===== config.mk =====
export PLATFORM = sky130hd
export DESIGN_NAME = vsc_switch_ctrl
export DESIGN_NICKNAME = d
export VERILOG_FILES = /design/src/vsc_pkg.sv /design/src/vsc_timer_if.sv /design/src/vsc_timer.sv /design/src/vsc_switch_ctrl.sv
export SDC_FILE = /design/constraint.sdc
export NUM_CORES = 1
export LEC_CHECK = 0
export BUFFER_PORTS_ARGS = -buffer_cell sky130_fd_sc_hd__buf_2
export CAP_MARGIN = 10
export CORE_MARGIN = 1
export CORE_UTILIZATION = 35
export CTS_CLUSTER_DIAMETER = 120
export CTS_CLUSTER_SIZE = 12
export DETAILED_ROUTE_END_ITERATION = 8
export HOLD_SLACK_MARGIN = 0.02
export PLACE_DENSITY = 0.63
export SLEW_MARGIN = 20
export SYNTH_ARGS = -nofsm -noshare
export SYNTH_HDL_FRONTEND = slang
export SYNTH_SLANG_ARGS = --single-unit

===== constraint.sdc =====
create_clock -name sys_clk_i -period 2.8 [get_ports sys_clk_i]
set_input_delay 0.28 -clock sys_clk_i [delete_from_list [all_inputs] [get_ports sys_clk_i]]
set_output_delay 0.28 -clock sys_clk_i [all_outputs]
set_load 0.01 [all_outputs]

===== src/vsc_pkg.sv =====
package vsc_pkg;

   // channel counts
   localparam int unsigned NUM_LINKS      = 3;
   localparam int unsigned CH_PER_LINK    = 4;
   localparam int unsigned NUM_IN_CH      = NUM_LINKS * CH_PER_LINK;

   // clock and timing
   localparam int unsigned CLK_FREQ_HZ     = 125_000_000;
   localparam int unsigned PULSE_TIME_MS   = 100;
   localparam int unsigned PULSE_CYCLES    = (CLK_FREQ_HZ / 1000) * PULSE_TIME_MS;
   localparam int unsigned UPDATE_DELAY_US = 10;
   localparam int unsigned UPDATE_CYCLES   = (CLK_FREQ_HZ / 1_000_000) * UPDATE_DELAY_US;

   // bus geometry
   localparam int unsigned AV_ADDR_W   = 8;
   localparam int unsigned AV_DATA_W   = 32;
   localparam int unsigned DEV_SEL_BIT = 7;

   // register byte offsets
   localparam logic [6:0] OFS_SOURCE   = 7'h00;
   localparam logic [6:0] OFS_PULSE_EN = 7'h04;
   localparam logic [6:0] OFS_RX_SET   = 7'h08;
   localparam logic [6:0] OFS_EQ       = 7'h0c;
   localparam logic [6:0] OFS_TX_SET   = 7'h10;
   localparam logic [6:0] OFS_MODES    = 7'h14;
   localparam logic [6:0] OFS_STATUS   = 7'h18;
   localparam logic [6:0] OFS_ADDR_ID  = 7'h1c;

   // field positions
   localparam int unsigned RX_TERM_OFF_BIT = 0;
   localparam int unsigned TX_TERM_BIT     = 0;
   localparam int unsigned OUTPUT_CURRENT_LEVEL_BIT_BIT      = 1;
   localparam int unsigned OUTPUT_PREEMPHASIS_FIELD_LSB       = 2;
   localparam int unsigned MODE_OE_BIT     = 0;
   localparam int unsigned STAT_SERIAL_BIT = 0;
   localparam int unsigned STAT_WIN_BIT    = 1;
   localparam int unsigned STAT_PULSE_BIT  = 2;
   localparam int unsigned STAT_SRC_LSB    = 4;

   // reset values
   localparam logic [1:0]           RST_SOURCE   = 2'h0;
   localparam logic [NUM_IN_CH-1:0] RST_PULSE_EN = 12'h000;
   localparam logic                 RST_TERM_OFF = 1'b0;
   localparam logic [NUM_IN_CH-1:0] RST_EQ       = 12'h000;
   localparam logic                 RST_OUT_TERM = 1'b1;
   localparam logic                 RST_OE       = 1'b1;
   localparam logic [1:0]           RST_PE       = 2'h0;

   localparam logic [1:0] SRC_INVALID = 2'h3;

   // arbitrary value, upper bits of the slave identity
   localparam logic [5:0] SLAVE_ADDR_UPPER = 6'h15;

   typedef struct packed {
      logic [1:0]           src;
      logic [NUM_IN_CH-1:0] pulse_en;
      logic                 term_off;
      logic [NUM_IN_CH-1:0] eq;
      logic                 out_term;
      logic                 oe;
      logic                 ocl;
      logic [1:0]           pe;
   } vsc_cfg_t;

endpackage: vsc_pkg


===== src/vsc_timer_if.sv =====
`timescale 1ns/1ps
interface vsc_timer_if;
   logic start;
   logic busy;
   logic done;
   modport owner (output start, input busy, input done);
   modport timer (input start, output busy, output done);
endinterface: vsc_timer_if


===== src/vsc_timer.sv =====
`timescale 1ns/1ps
module vsc_timer #(
   parameter int unsigned CYCLES = 16
) (
   input  wire logic  sys_clk_i,
   input  wire logic  reset_i,
   vsc_timer_if.timer tmr
);
   localparam int unsigned   CW   = $clog2(CYCLES + 1);
   localparam logic [CW-1:0] LOAD = CW'(CYCLES - 1);

   typedef struct packed {
      logic [CW-1:0] cnt;
      logic          busy;
      logic          done;
   } vsc_tmr_state_t;

   vsc_tmr_state_t state_reg;
   vsc_tmr_state_t state_next;

   // a start while busy restarts the count
   always_comb begin
      state_next      = state_reg;
      state_next.done = 1'b0;
      if (tmr.start) begin
         state_next.cnt  = LOAD;
         state_next.busy = 1'b1;
      end else if (state_reg.busy) begin
         if (state_reg.cnt == '0) begin
            state_next.busy = 1'b0;
            state_next.done = 1'b1;
         end else begin
            state_next.cnt = state_reg.cnt - 1'b1;
         end
      end
   end

   always_ff @(posedge sys_clk_i) begin
      if (reset_i) begin
         state_reg <= '0;
      end else begin
         state_reg <= state_next;
      end
   end

   assign tmr.busy = state_reg.busy;
   assign tmr.done = state_reg.done;

endmodule: vsc_timer


===== src/vsc_switch_ctrl.sv =====
// Function
// - route one of three source links, all four channels together, to the output.
// - after any register access, register settings replace pins until reset.
// - one slave address bit comes from the address-select pin.
// - reset returns all control registers to defaults.
// - pulse-enabled input channels lose termination for 100 ms after each switch.
// - global off bit disconnects all input terminations; default connected.
// - under pin control terminations stay connected, no switch-off or pulsing.
// - under register control each channel picks 6 dB or 12 dB by its bit.
// - under pin control one equalizer pin sets all channels.
// - under register control the output termination bit switches termination.
// - under pin control output termination is always enabled.
// - outputs disabled when enable bit (register control) or enable pin (pin control) requests it.
// - after reset, current level comes from the current-level pin.
// - four pre-emphasis levels from register field or two pins.
// - under pin control two source-select pins choose the input link.
// - writes in an update window do not restart it; end applies latest.
`timescale 1ns/1ps
module vsc_switch_ctrl
   import vsc_pkg::*;
#(
   parameter int unsigned PULSE_CYCLES_P  = PULSE_CYCLES,
   parameter int unsigned UPDATE_CYCLES_P = UPDATE_CYCLES
) (
   input  wire logic                 sys_clk_i,
   input  wire logic                 reset_i,
   input  wire logic [AV_ADDR_W-1:0] avs_address_i,
   input  wire logic                 avs_read_i,
   input  wire logic                 avs_write_i,
   input  wire logic [AV_DATA_W-1:0] avs_writedata_i,
   input  wire logic [3:0]           avs_byteenable_i,
   output      logic [AV_DATA_W-1:0] avs_readdata_o,
   output      logic                 avs_waitrequest_o,
   input  wire logic                 slave_address_lsb_pin_i,
   input  wire logic [1:0]           pin_source_select_i,
   input  wire logic                 pin_equalizer_select_i,
   input  wire logic                 pin_output_enable_i,
   input  wire logic                 pin_output_current_level_i,
   input  wire logic [1:0]           pin_preemphasis_bits_i,
   output      logic [1:0]           source_select_o,
   output      logic [NUM_IN_CH-1:0] input_term_connect_o,
   output      logic [NUM_IN_CH-1:0] input_equalizer_level_o,
   output      logic                 output_term_enable_o,
   output      logic                 output_enable_o,
   output      logic                 output_current_level_o,
   output      logic [1:0]           output_preemphasis_o,
   output      logic                 serial_control_o
);

   typedef struct packed {
      vsc_cfg_t             regs;
      vsc_cfg_t             applied;
      logic                 serial_mode;
      logic                 waitreq;
      logic [AV_DATA_W-1:0] rdata;
      logic [NUM_IN_CH-1:0] term_conn;
   } vsc_top_state_t;

   vsc_top_state_t state_reg;
   vsc_top_state_t state_next;

   vsc_cfg_t             pin_cfg;
   vsc_cfg_t             sel_cfg;
   logic                 win_start;
   logic                 pulse_start;
   logic                 bus_req;
   logic                 dev_match;
   logic [6:0]           ofs;
   logic [AV_DATA_W-1:0] wmask;
   logic [AV_DATA_W-1:0] old_word;
   logic [AV_DATA_W-1:0] new_word;
   logic [AV_DATA_W-1:0] rd_word;

   vsc_timer_if win_if ();
   vsc_timer_if pulse_if ();

   vsc_timer #(
      .CYCLES (UPDATE_CYCLES_P)
   ) u_update_window (
      .sys_clk_i (sys_clk_i),
      .reset_i   (reset_i),
      .tmr       (win_if)
   );

   vsc_timer #(
      .CYCLES (PULSE_CYCLES_P)
   ) u_term_pulse (
      .sys_clk_i (sys_clk_i),
      .reset_i   (reset_i),
      .tmr       (pulse_if)
   );

   assign win_if.start   = win_start;
   assign pulse_if.start = pulse_start;

   // register word image, for read-back and masked writes
   function automatic logic [AV_DATA_W-1:0] reg_word(input vsc_cfg_t c, input logic [6:0] o);
      logic [AV_DATA_W-1:0] w;
      w = '0;
      if (o == OFS_SOURCE) begin
         w[1:0] = c.src;
      end else if (o == OFS_PULSE_EN) begin
         w[NUM_IN_CH-1:0] = c.pulse_en;
      end else if (o == OFS_RX_SET) begin
         w[RX_TERM_OFF_BIT] = c.term_off;
      end else if (o == OFS_EQ) begin
         w[NUM_IN_CH-1:0] = c.eq;
      end else if (o == OFS_TX_SET) begin
         w[TX_TERM_BIT]             = c.out_term;
         w[OUTPUT_CURRENT_LEVEL_BIT_BIT]              = c.ocl;
         w[OUTPUT_PREEMPHASIS_FIELD_LSB+1:OUTPUT_PREEMPHASIS_FIELD_LSB]   = c.pe;
      end else if (o == OFS_MODES) begin
         w[MODE_OE_BIT] = c.oe;
      end
      return w;
   endfunction: reg_word

   always_comb begin
      state_next  = state_reg;
      win_start   = 1'b0;
      pulse_start = 1'b0;
      ofs         = avs_address_i[6:0];
      bus_req     = (avs_read_i || avs_write_i) && state_reg.waitreq;
      dev_match   = avs_address_i[DEV_SEL_BIT] == slave_address_lsb_pin_i;
      wmask       = {{8{avs_byteenable_i[3]}}, {8{avs_byteenable_i[2]}},
                     {8{avs_byteenable_i[1]}}, {8{avs_byteenable_i[0]}}};
      old_word    = reg_word(state_reg.regs, ofs);
      new_word    = (old_word & ~wmask) | (avs_writedata_i & wmask);
      rd_word     = '0;

      // pin control: terminations fixed on, no pulsing, one eq pin for all
      pin_cfg.src      = (pin_source_select_i == SRC_INVALID) ?
                         state_reg.applied.src : pin_source_select_i;
      pin_cfg.pulse_en = '0;
      pin_cfg.term_off = 1'b0;
      pin_cfg.eq       = {NUM_IN_CH{pin_equalizer_select_i}};
      pin_cfg.out_term = 1'b1;
      pin_cfg.oe       = pin_output_enable_i;
      pin_cfg.ocl      = pin_output_current_level_i;
      pin_cfg.pe       = pin_preemphasis_bits_i;

      sel_cfg = state_reg.serial_mode ? state_reg.regs : pin_cfg;

      // register slave, one-cycle answer
      state_next.waitreq = 1'b1;
      if (bus_req) begin
         state_next.waitreq = 1'b0;
         if (dev_match) begin
            state_next.serial_mode = 1'b1;
            if (ofs == OFS_STATUS) begin
               rd_word[STAT_SERIAL_BIT]           = state_reg.serial_mode;
               rd_word[STAT_WIN_BIT]              = win_if.busy;
               rd_word[STAT_PULSE_BIT]            = pulse_if.busy;
               rd_word[STAT_SRC_LSB+1:STAT_SRC_LSB] = state_reg.applied.src;
            end else if (ofs == OFS_ADDR_ID) begin
               rd_word[6:0] = {SLAVE_ADDR_UPPER, slave_address_lsb_pin_i};
            end else begin
               rd_word = old_word;
            end
            if (avs_write_i) begin
               if (ofs == OFS_SOURCE) begin
                  // an out-of-range link number is dropped
                  if (new_word[1:0] != SRC_INVALID) begin
                     state_next.regs.src = new_word[1:0];
                  end
               end else if (ofs == OFS_PULSE_EN) begin
                  state_next.regs.pulse_en = new_word[NUM_IN_CH-1:0];
               end else if (ofs == OFS_RX_SET) begin
                  state_next.regs.term_off = new_word[RX_TERM_OFF_BIT];
               end else if (ofs == OFS_EQ) begin
                  state_next.regs.eq = new_word[NUM_IN_CH-1:0];
               end else if (ofs == OFS_TX_SET) begin
                  state_next.regs.out_term = new_word[TX_TERM_BIT];
                  state_next.regs.ocl      = new_word[OUTPUT_CURRENT_LEVEL_BIT_BIT];
                  state_next.regs.pe       = new_word[OUTPUT_PREEMPHASIS_FIELD_LSB+1:OUTPUT_PREEMPHASIS_FIELD_LSB];
               end else if (ofs == OFS_MODES) begin
                  state_next.regs.oe = new_word[MODE_OE_BIT];
               end
            end
         end
         state_next.rdata = avs_read_i ? rd_word : '0;
      end

      // apply now when idle, otherwise hold until the window closes
      if (win_if.done || (!win_if.busy && (sel_cfg != state_reg.applied))) begin
         state_next.applied = sel_cfg;
         win_start          = !win_if.done && (sel_cfg != state_reg.applied);
         pulse_start        = sel_cfg.src != state_reg.applied.src;
      end

      // pulse mask is the one applied now, so a later apply during the pulse changes it
      if (state_reg.applied.term_off) begin
         state_next.term_conn = '0;
      end else if (pulse_if.busy) begin
         state_next.term_conn = ~state_reg.applied.pulse_en;
      end else begin
         state_next.term_conn = '1;
      end

      if (reset_i) begin
         state_next.regs.src      = RST_SOURCE;
         state_next.regs.pulse_en = RST_PULSE_EN;
         state_next.regs.term_off = RST_TERM_OFF;
         state_next.regs.eq       = RST_EQ;
         state_next.regs.out_term = RST_OUT_TERM;
         state_next.regs.oe       = RST_OE;
         state_next.regs.ocl      = pin_output_current_level_i;
         state_next.regs.pe       = RST_PE;
         state_next.applied       = pin_cfg;
         state_next.applied.src   = (pin_source_select_i == SRC_INVALID) ?
                                    RST_SOURCE : pin_source_select_i;
         state_next.serial_mode   = 1'b0;
         state_next.waitreq       = 1'b1;
         state_next.rdata         = '0;
         state_next.term_conn     = '1;
         win_start                = 1'b0;
         pulse_start              = 1'b0;
      end
   end

   always_ff @(posedge sys_clk_i) begin
      state_reg <= state_next;
   end

   assign avs_readdata_o          = state_reg.rdata;
   assign avs_waitrequest_o       = state_reg.waitreq;
   assign source_select_o         = state_reg.applied.src;
   assign input_term_connect_o    = state_reg.term_conn;
   assign input_equalizer_level_o = state_reg.applied.eq;
   assign output_term_enable_o    = state_reg.applied.out_term;
   assign output_enable_o         = state_reg.applied.oe;
   assign output_current_level_o  = state_reg.applied.ocl;
   assign output_preemphasis_o    = state_reg.applied.pe;
   assign serial_control_o        = state_reg.serial_mode;

endmodule: vsc_switch_ctrl


# Word level (Yosys, flattened, before mapping)
# Cells that the tools add are included.
# W data, S select, Z words.
# op_classes
n_addsub	2
n_eq_ne	18
muxes	47
bitwise	13
reduce_logical	32
# op_table
op	count
$mux W32	4
$mux W81	1
$mux W26	2
$mux W12	4
$mux W34	1
$ne A32 B32 Y1	1
$mux W3	10
$eq A7 B5 Y1 const B	4
$mux W25	1
$and A12 B12 Y12	2
$logic_not A24 Y1	1
$mux W24	1
$not A12 Y12	2
$sub A24 B1 Y24 const B	1
$mux W11	2
$reduce_and A8 Y1	2
$eq A7 B4 Y1 const B	2
$reduce_bool A2 Y1	7
$mux W13	1
$mux W2	6
$ne A2 B2 Y1 const B	6
$or A12 B12 Y12	1
$logic_not A11 Y1	1
$sub A11 B1 Y11 const B	1
23 further kinds	48
# word_totals
register_bits	148
input_bits	56
out_inout_bits	65

# Logic depth before layout (Yosys ltp)
# logic_depth
word_depth	18
depth_mapped	9
mapped_depth_nobuf	8

# By module
# A second synthesis with hierarchy kept.
# unflattened
hier_cells	862
area_unflattened_um2	7179.4
# by_module_without_submodules
module	n_inst	cells_each	area_each_um2	seq_area_each_um2
vsc_switch_ctrl	1	641	5208.7	1991.9
vsc_timer (u_term_pulse)	1	151	1356.3	520.5
vsc_timer (u_update_window)	1	70	614.3	260.2

# Worst setup path after synthesis
# OpenSTA, ideal clock, no wires.
# synth_path
path_kind	register to register
from	register state_reg (netlist bit serial_control_o)
to	register state_reg (netlist bit input_equalizer_level_o[0]), enable pin
setup_ns	0.379
arrival_time_ns	2.358
t_required_ns	2.421
setup_slack_ns	0.062
path_stages_with_launch	9
n_path_buf	2
synth_period_minus_slack_ns	2.738
path_cell_list	dfxtp_1 > buf_4 > mux2i_1 > xor2_1 > nand3_1 > or4_1 > o31ai_2 > buf_2 > nand2_1
# synth_via
elab_chain_len	5
# synth_rtl
item	line_no	rtl
start: declaration	vsc_switch_ctrl.sv:59	vsc_top_state_t state_reg;
start signal: assignment	vsc_switch_ctrl.sv:222	state_reg <= state_next;
$mux W32	vsc_switch_ctrl.sv:142	sel_cfg = state_reg.serial_mode ? state_reg.regs : pin_cfg;
$ne A32 B32 Y1	vsc_switch_ctrl.sv:185	if (win_if.done || (!win_if.busy && (sel_cfg != state_reg.applied))) begin
$logic_and A1 B1 Y1	vsc_switch_ctrl.sv:185	
$logic_or A1 B1 Y1	vsc_switch_ctrl.sv:185	
$reduce_bool A2 Y1 (no source line)	n/a	
# Every way passes these cells.
# A chain may end at the register's enable or synchronous reset.

# Worst setup path after layout
# layout_path
from	register state_reg (netlist bit serial_control_o)
to	register state_reg (netlist bit input_equalizer_level_o[4]), enable pin
# The elaborated chain is that of the path after synthesis.

==> run_results.csv <==
group,metric,value,unit
synth,syn_inst,817,
clock_tree,ctsHoldBuffers,0,
finish,fillers,1994,
clock_tree,cts_resized,0,
worst_hold_path,min_path_type,"in -> reg",
grt,overflow,0,
timing,clock.fmax,392,MHz
clock_tree,cts_tree,"built",
synth,synth_top_cell_area_share,0.315,
synth,yosys_most_used_dff,"dfxtp_1",
placed_design,portBuffers,78,
timing,max_slew_margin,0.371,
route,wire_per_inst,16.6,um
job,drv_cap,0,
timing,min_period,2550,ps
timing,rsz0062_at_grt,"no",
synth,seq_area_frac_synth,0.397,
synth,ys_ff_latch,128,
critical_path,cpMostUsedCell,"buf_4",
placed_design,gp_congestion,0.869,
floorplanning,die_area,0.0204,mm^2
floorplanning,start_util,0.356,
synth,synth_area,0.00694,mm^2
synth,synth_warnings,0,
critical_path,path_class,"reg -> reg",
timing,final.period_utilization,0.911,
clock_tree,clock_path_buffers,2,
route,vias,5946,
grt,track_usage,0.190,
synth,synth.distinct_cells,75,
floorplanning,fp.coreArea,0.0195,mm^2
timing,layout_setup_ws,250,ps
timing,worst_pin_slew,940,ps
floorplanning,dieHeight,143,um
grt,grt_pass1_wl,29.5,mm
clock_tree,htree_levels,4,
outcome,status,"finished, final reports clean",
clock_tree,cts_setup_buffers,0,
finish,diodes,0,
timing,finClkSkew,9.74,ps
clock_tree,cts_buffers,17,
critical_path,crit_path_end_kind,"register",
finish,layout_common_cells,"dfxtp_1 (108), nand2_1 (103), a21oi_1 (100), buf_2 (78), nor2_1 (49)",
grt,antenna_found_initial,1,
critical_path,r2r_slack,250,ps
synth,synth_edf_count,19,
finish,final_layout_size_suffix_gt1_frac,0.201,
critical_path,crit_required,2960,ps
finish,largest_register_ffs,45,
synth,synthTopCellsByArea,"dfxtp_1 (31%), edfxtp_1 (8.2%), a21oi_1 (7.2%)",
critical_path,slowest_stage,"or4_1",
timing,setup_viol,0,
route,routed_via_density,5.23,
route,ant_nets,0,
synth,yosys.area.top_type,"dfxtp_1",
clock_tree,path_clk_slew,60,ps
pwr,irDropWorstVdd,0.449,mV
route,drcViolationCount,0,
timing,finalSetupTns,0,ps
finish,regArea,0.00275,mm^2
critical_path,critical-path-top-delay-family,"simple AND/OR/NAND/NOR gates",
timing,final_max_slew_viol_count,0,
critical_path,worstPathMaxFanout,18,
floorplanning,die-width,143,um
clock_tree,clk_latency,430,ps
route,routed_wl,18.9,mm
critical_path,path_buf_inv,2,
placed_design,detailedPlace.worstSlack,113,ps
grt,grt_pass1_vias,5514,
grt,grt_max_degree,50,
floorplanning,rows,51,
finish,area_growth,15.0,%
critical_path,startpoint_type,"register",
synth,synthArstFlopShare,0,
pwr,leakagePower,0.00318,uW
route,first_pass_iters,5,
critical_path,cp_slowest_stage_delay,570,ps
timing,hold_ws,219,ps
critical_path,cp_data_arrival_time,2710,ps
clock_tree,cts_root_buf,"clkbuf_16",
critical_path,worstPathCellList,"buf_4 > nor3b_1 > a21oi_1 > nand3_1 > or4_1 > o31ai_4 > nand2_1 > buf_4",
route,dr.first_iter.drc_count,398,
pwr,powerDensity,735,mW/mm^2
floorplanning,io_pins,121,
finish,final_net_count,919,
clock_tree,clock-sinks,128,
timing,finalHoldViolations,0,
finish,multi_input_area,0.00352,mm^2
finish,final_common_cell,"dfxtp_1",
placed_design,detailed_place_hpwl,13.8,mm
synth,syn-mean-instance-area,8.49,um^2
finish,finish.utilization,0.410,
## worst min-delay path, stage by stage
cell and delay (ps):
buf_2 130, nand2_1 60, o21ai_0 60
## synthesized netlist by cell type (3+ instances only)
cell / number
inv_1: 19
nand3_1: 19
mux2i_1: 15
a22o_1: 9
a21o_1: 13
nand4_1: 3
nand2b_1: 11
buf_2: 5
ha_1: 3
nand4b_1: 3
or4_1: 3
nor2b_1: 8
and3_1: 4
nor2_1: 49
o31ai_1: 3
buf_4: 63
a211oi_1: 4
a21oi_1: 100
a22oi_1: 11
nand3b_1: 4
xor2_1: 22
xnor2_1: 28
nor4b_1: 3
and2_1: 4
clkbuf_1: 37
nor4bb_1: 3
nor4_1: 19
or3_1: 5
o211a_1: 6
edfxtp_1: 19
o21ai_0: 21
o22ai_1: 8
or2_2: 7
dfxtp_1: 109
mux2_2: 9
nor3_1: 16
nand2_1: 103
nor3_2: 3
## layout make-up
cell class	count	area share
clock buffer	19	0.0596
clock inverter	12	0.0191
inverter	21	0.00988
multi-input combinational	579	0.441
sequential	128	0.345
tap	265	0.0415
timing repair buffer	113	0.0834
## cell families (layout without fill, tap and decap cells)
family / Yosys count / in the layout / share of synthesized area
flops: 128 / 128 / 0.397
compound gates: 201 / 201 / 0.185
simple gates: 281 / 281 / 0.206
other cells: 1 / 20 / 0.000541
buf+inv: 129 / 165 / 0.107
mux: 24 / 24 / 0.0362
xor+xnor: 50 / 50 / 0.0631
fa+ha+maj: 3 / 3 / 0.00541
## power by group
| part | internal (uW) | switching (uW) | leakage [uW] |
|---|---|---|---|
| sequential | 2060 | 201 | 0.00109 |
| combinational | 523 | 712 | 0.00178 |
| clock | 1500 | 863 | 0.000306 |
## per-stage QoR
step / power (uW) / area, um^2 / std cells
floorplan: 3240 / 7010 / 836
global placement: 3500 / 7350 / 1106
detailed placement: 3520 / 7350 / 1106
CTS: 5880 / 7980 / 1137
global route: 6130 / 7980 / 1137
finish: 5860 / 7980 / 1137
## final timing paths
| kind | to | startpoint | depth (start not counted) |
|---|---|---|---|
| worst min register to register | avs_readdata_o[4] | avs_readdata_o[4] | 2 |
| worst min-delay path | state_reg[80] | pin_output_current_level_i | 3 |
| worst max-delay path | input_equalizer_level_o[4] | serial_control_o | 8 |
| worst max register to register | input_equalizer_level_o[4] | serial_control_o | 8 |
## layer usage
layer,track usage,share of wire,vias to the layer above,routed length (um)
li1,-,-,2886,-
met1,0.235,0.44,2844,8300
met2,0.319,0.48,179,9090
met3,0.0409,0.052,35,982
met4,0.0770,0.026,2,488
met5,0,0.00042,-,8
Power figures use the tool's default switching activity.
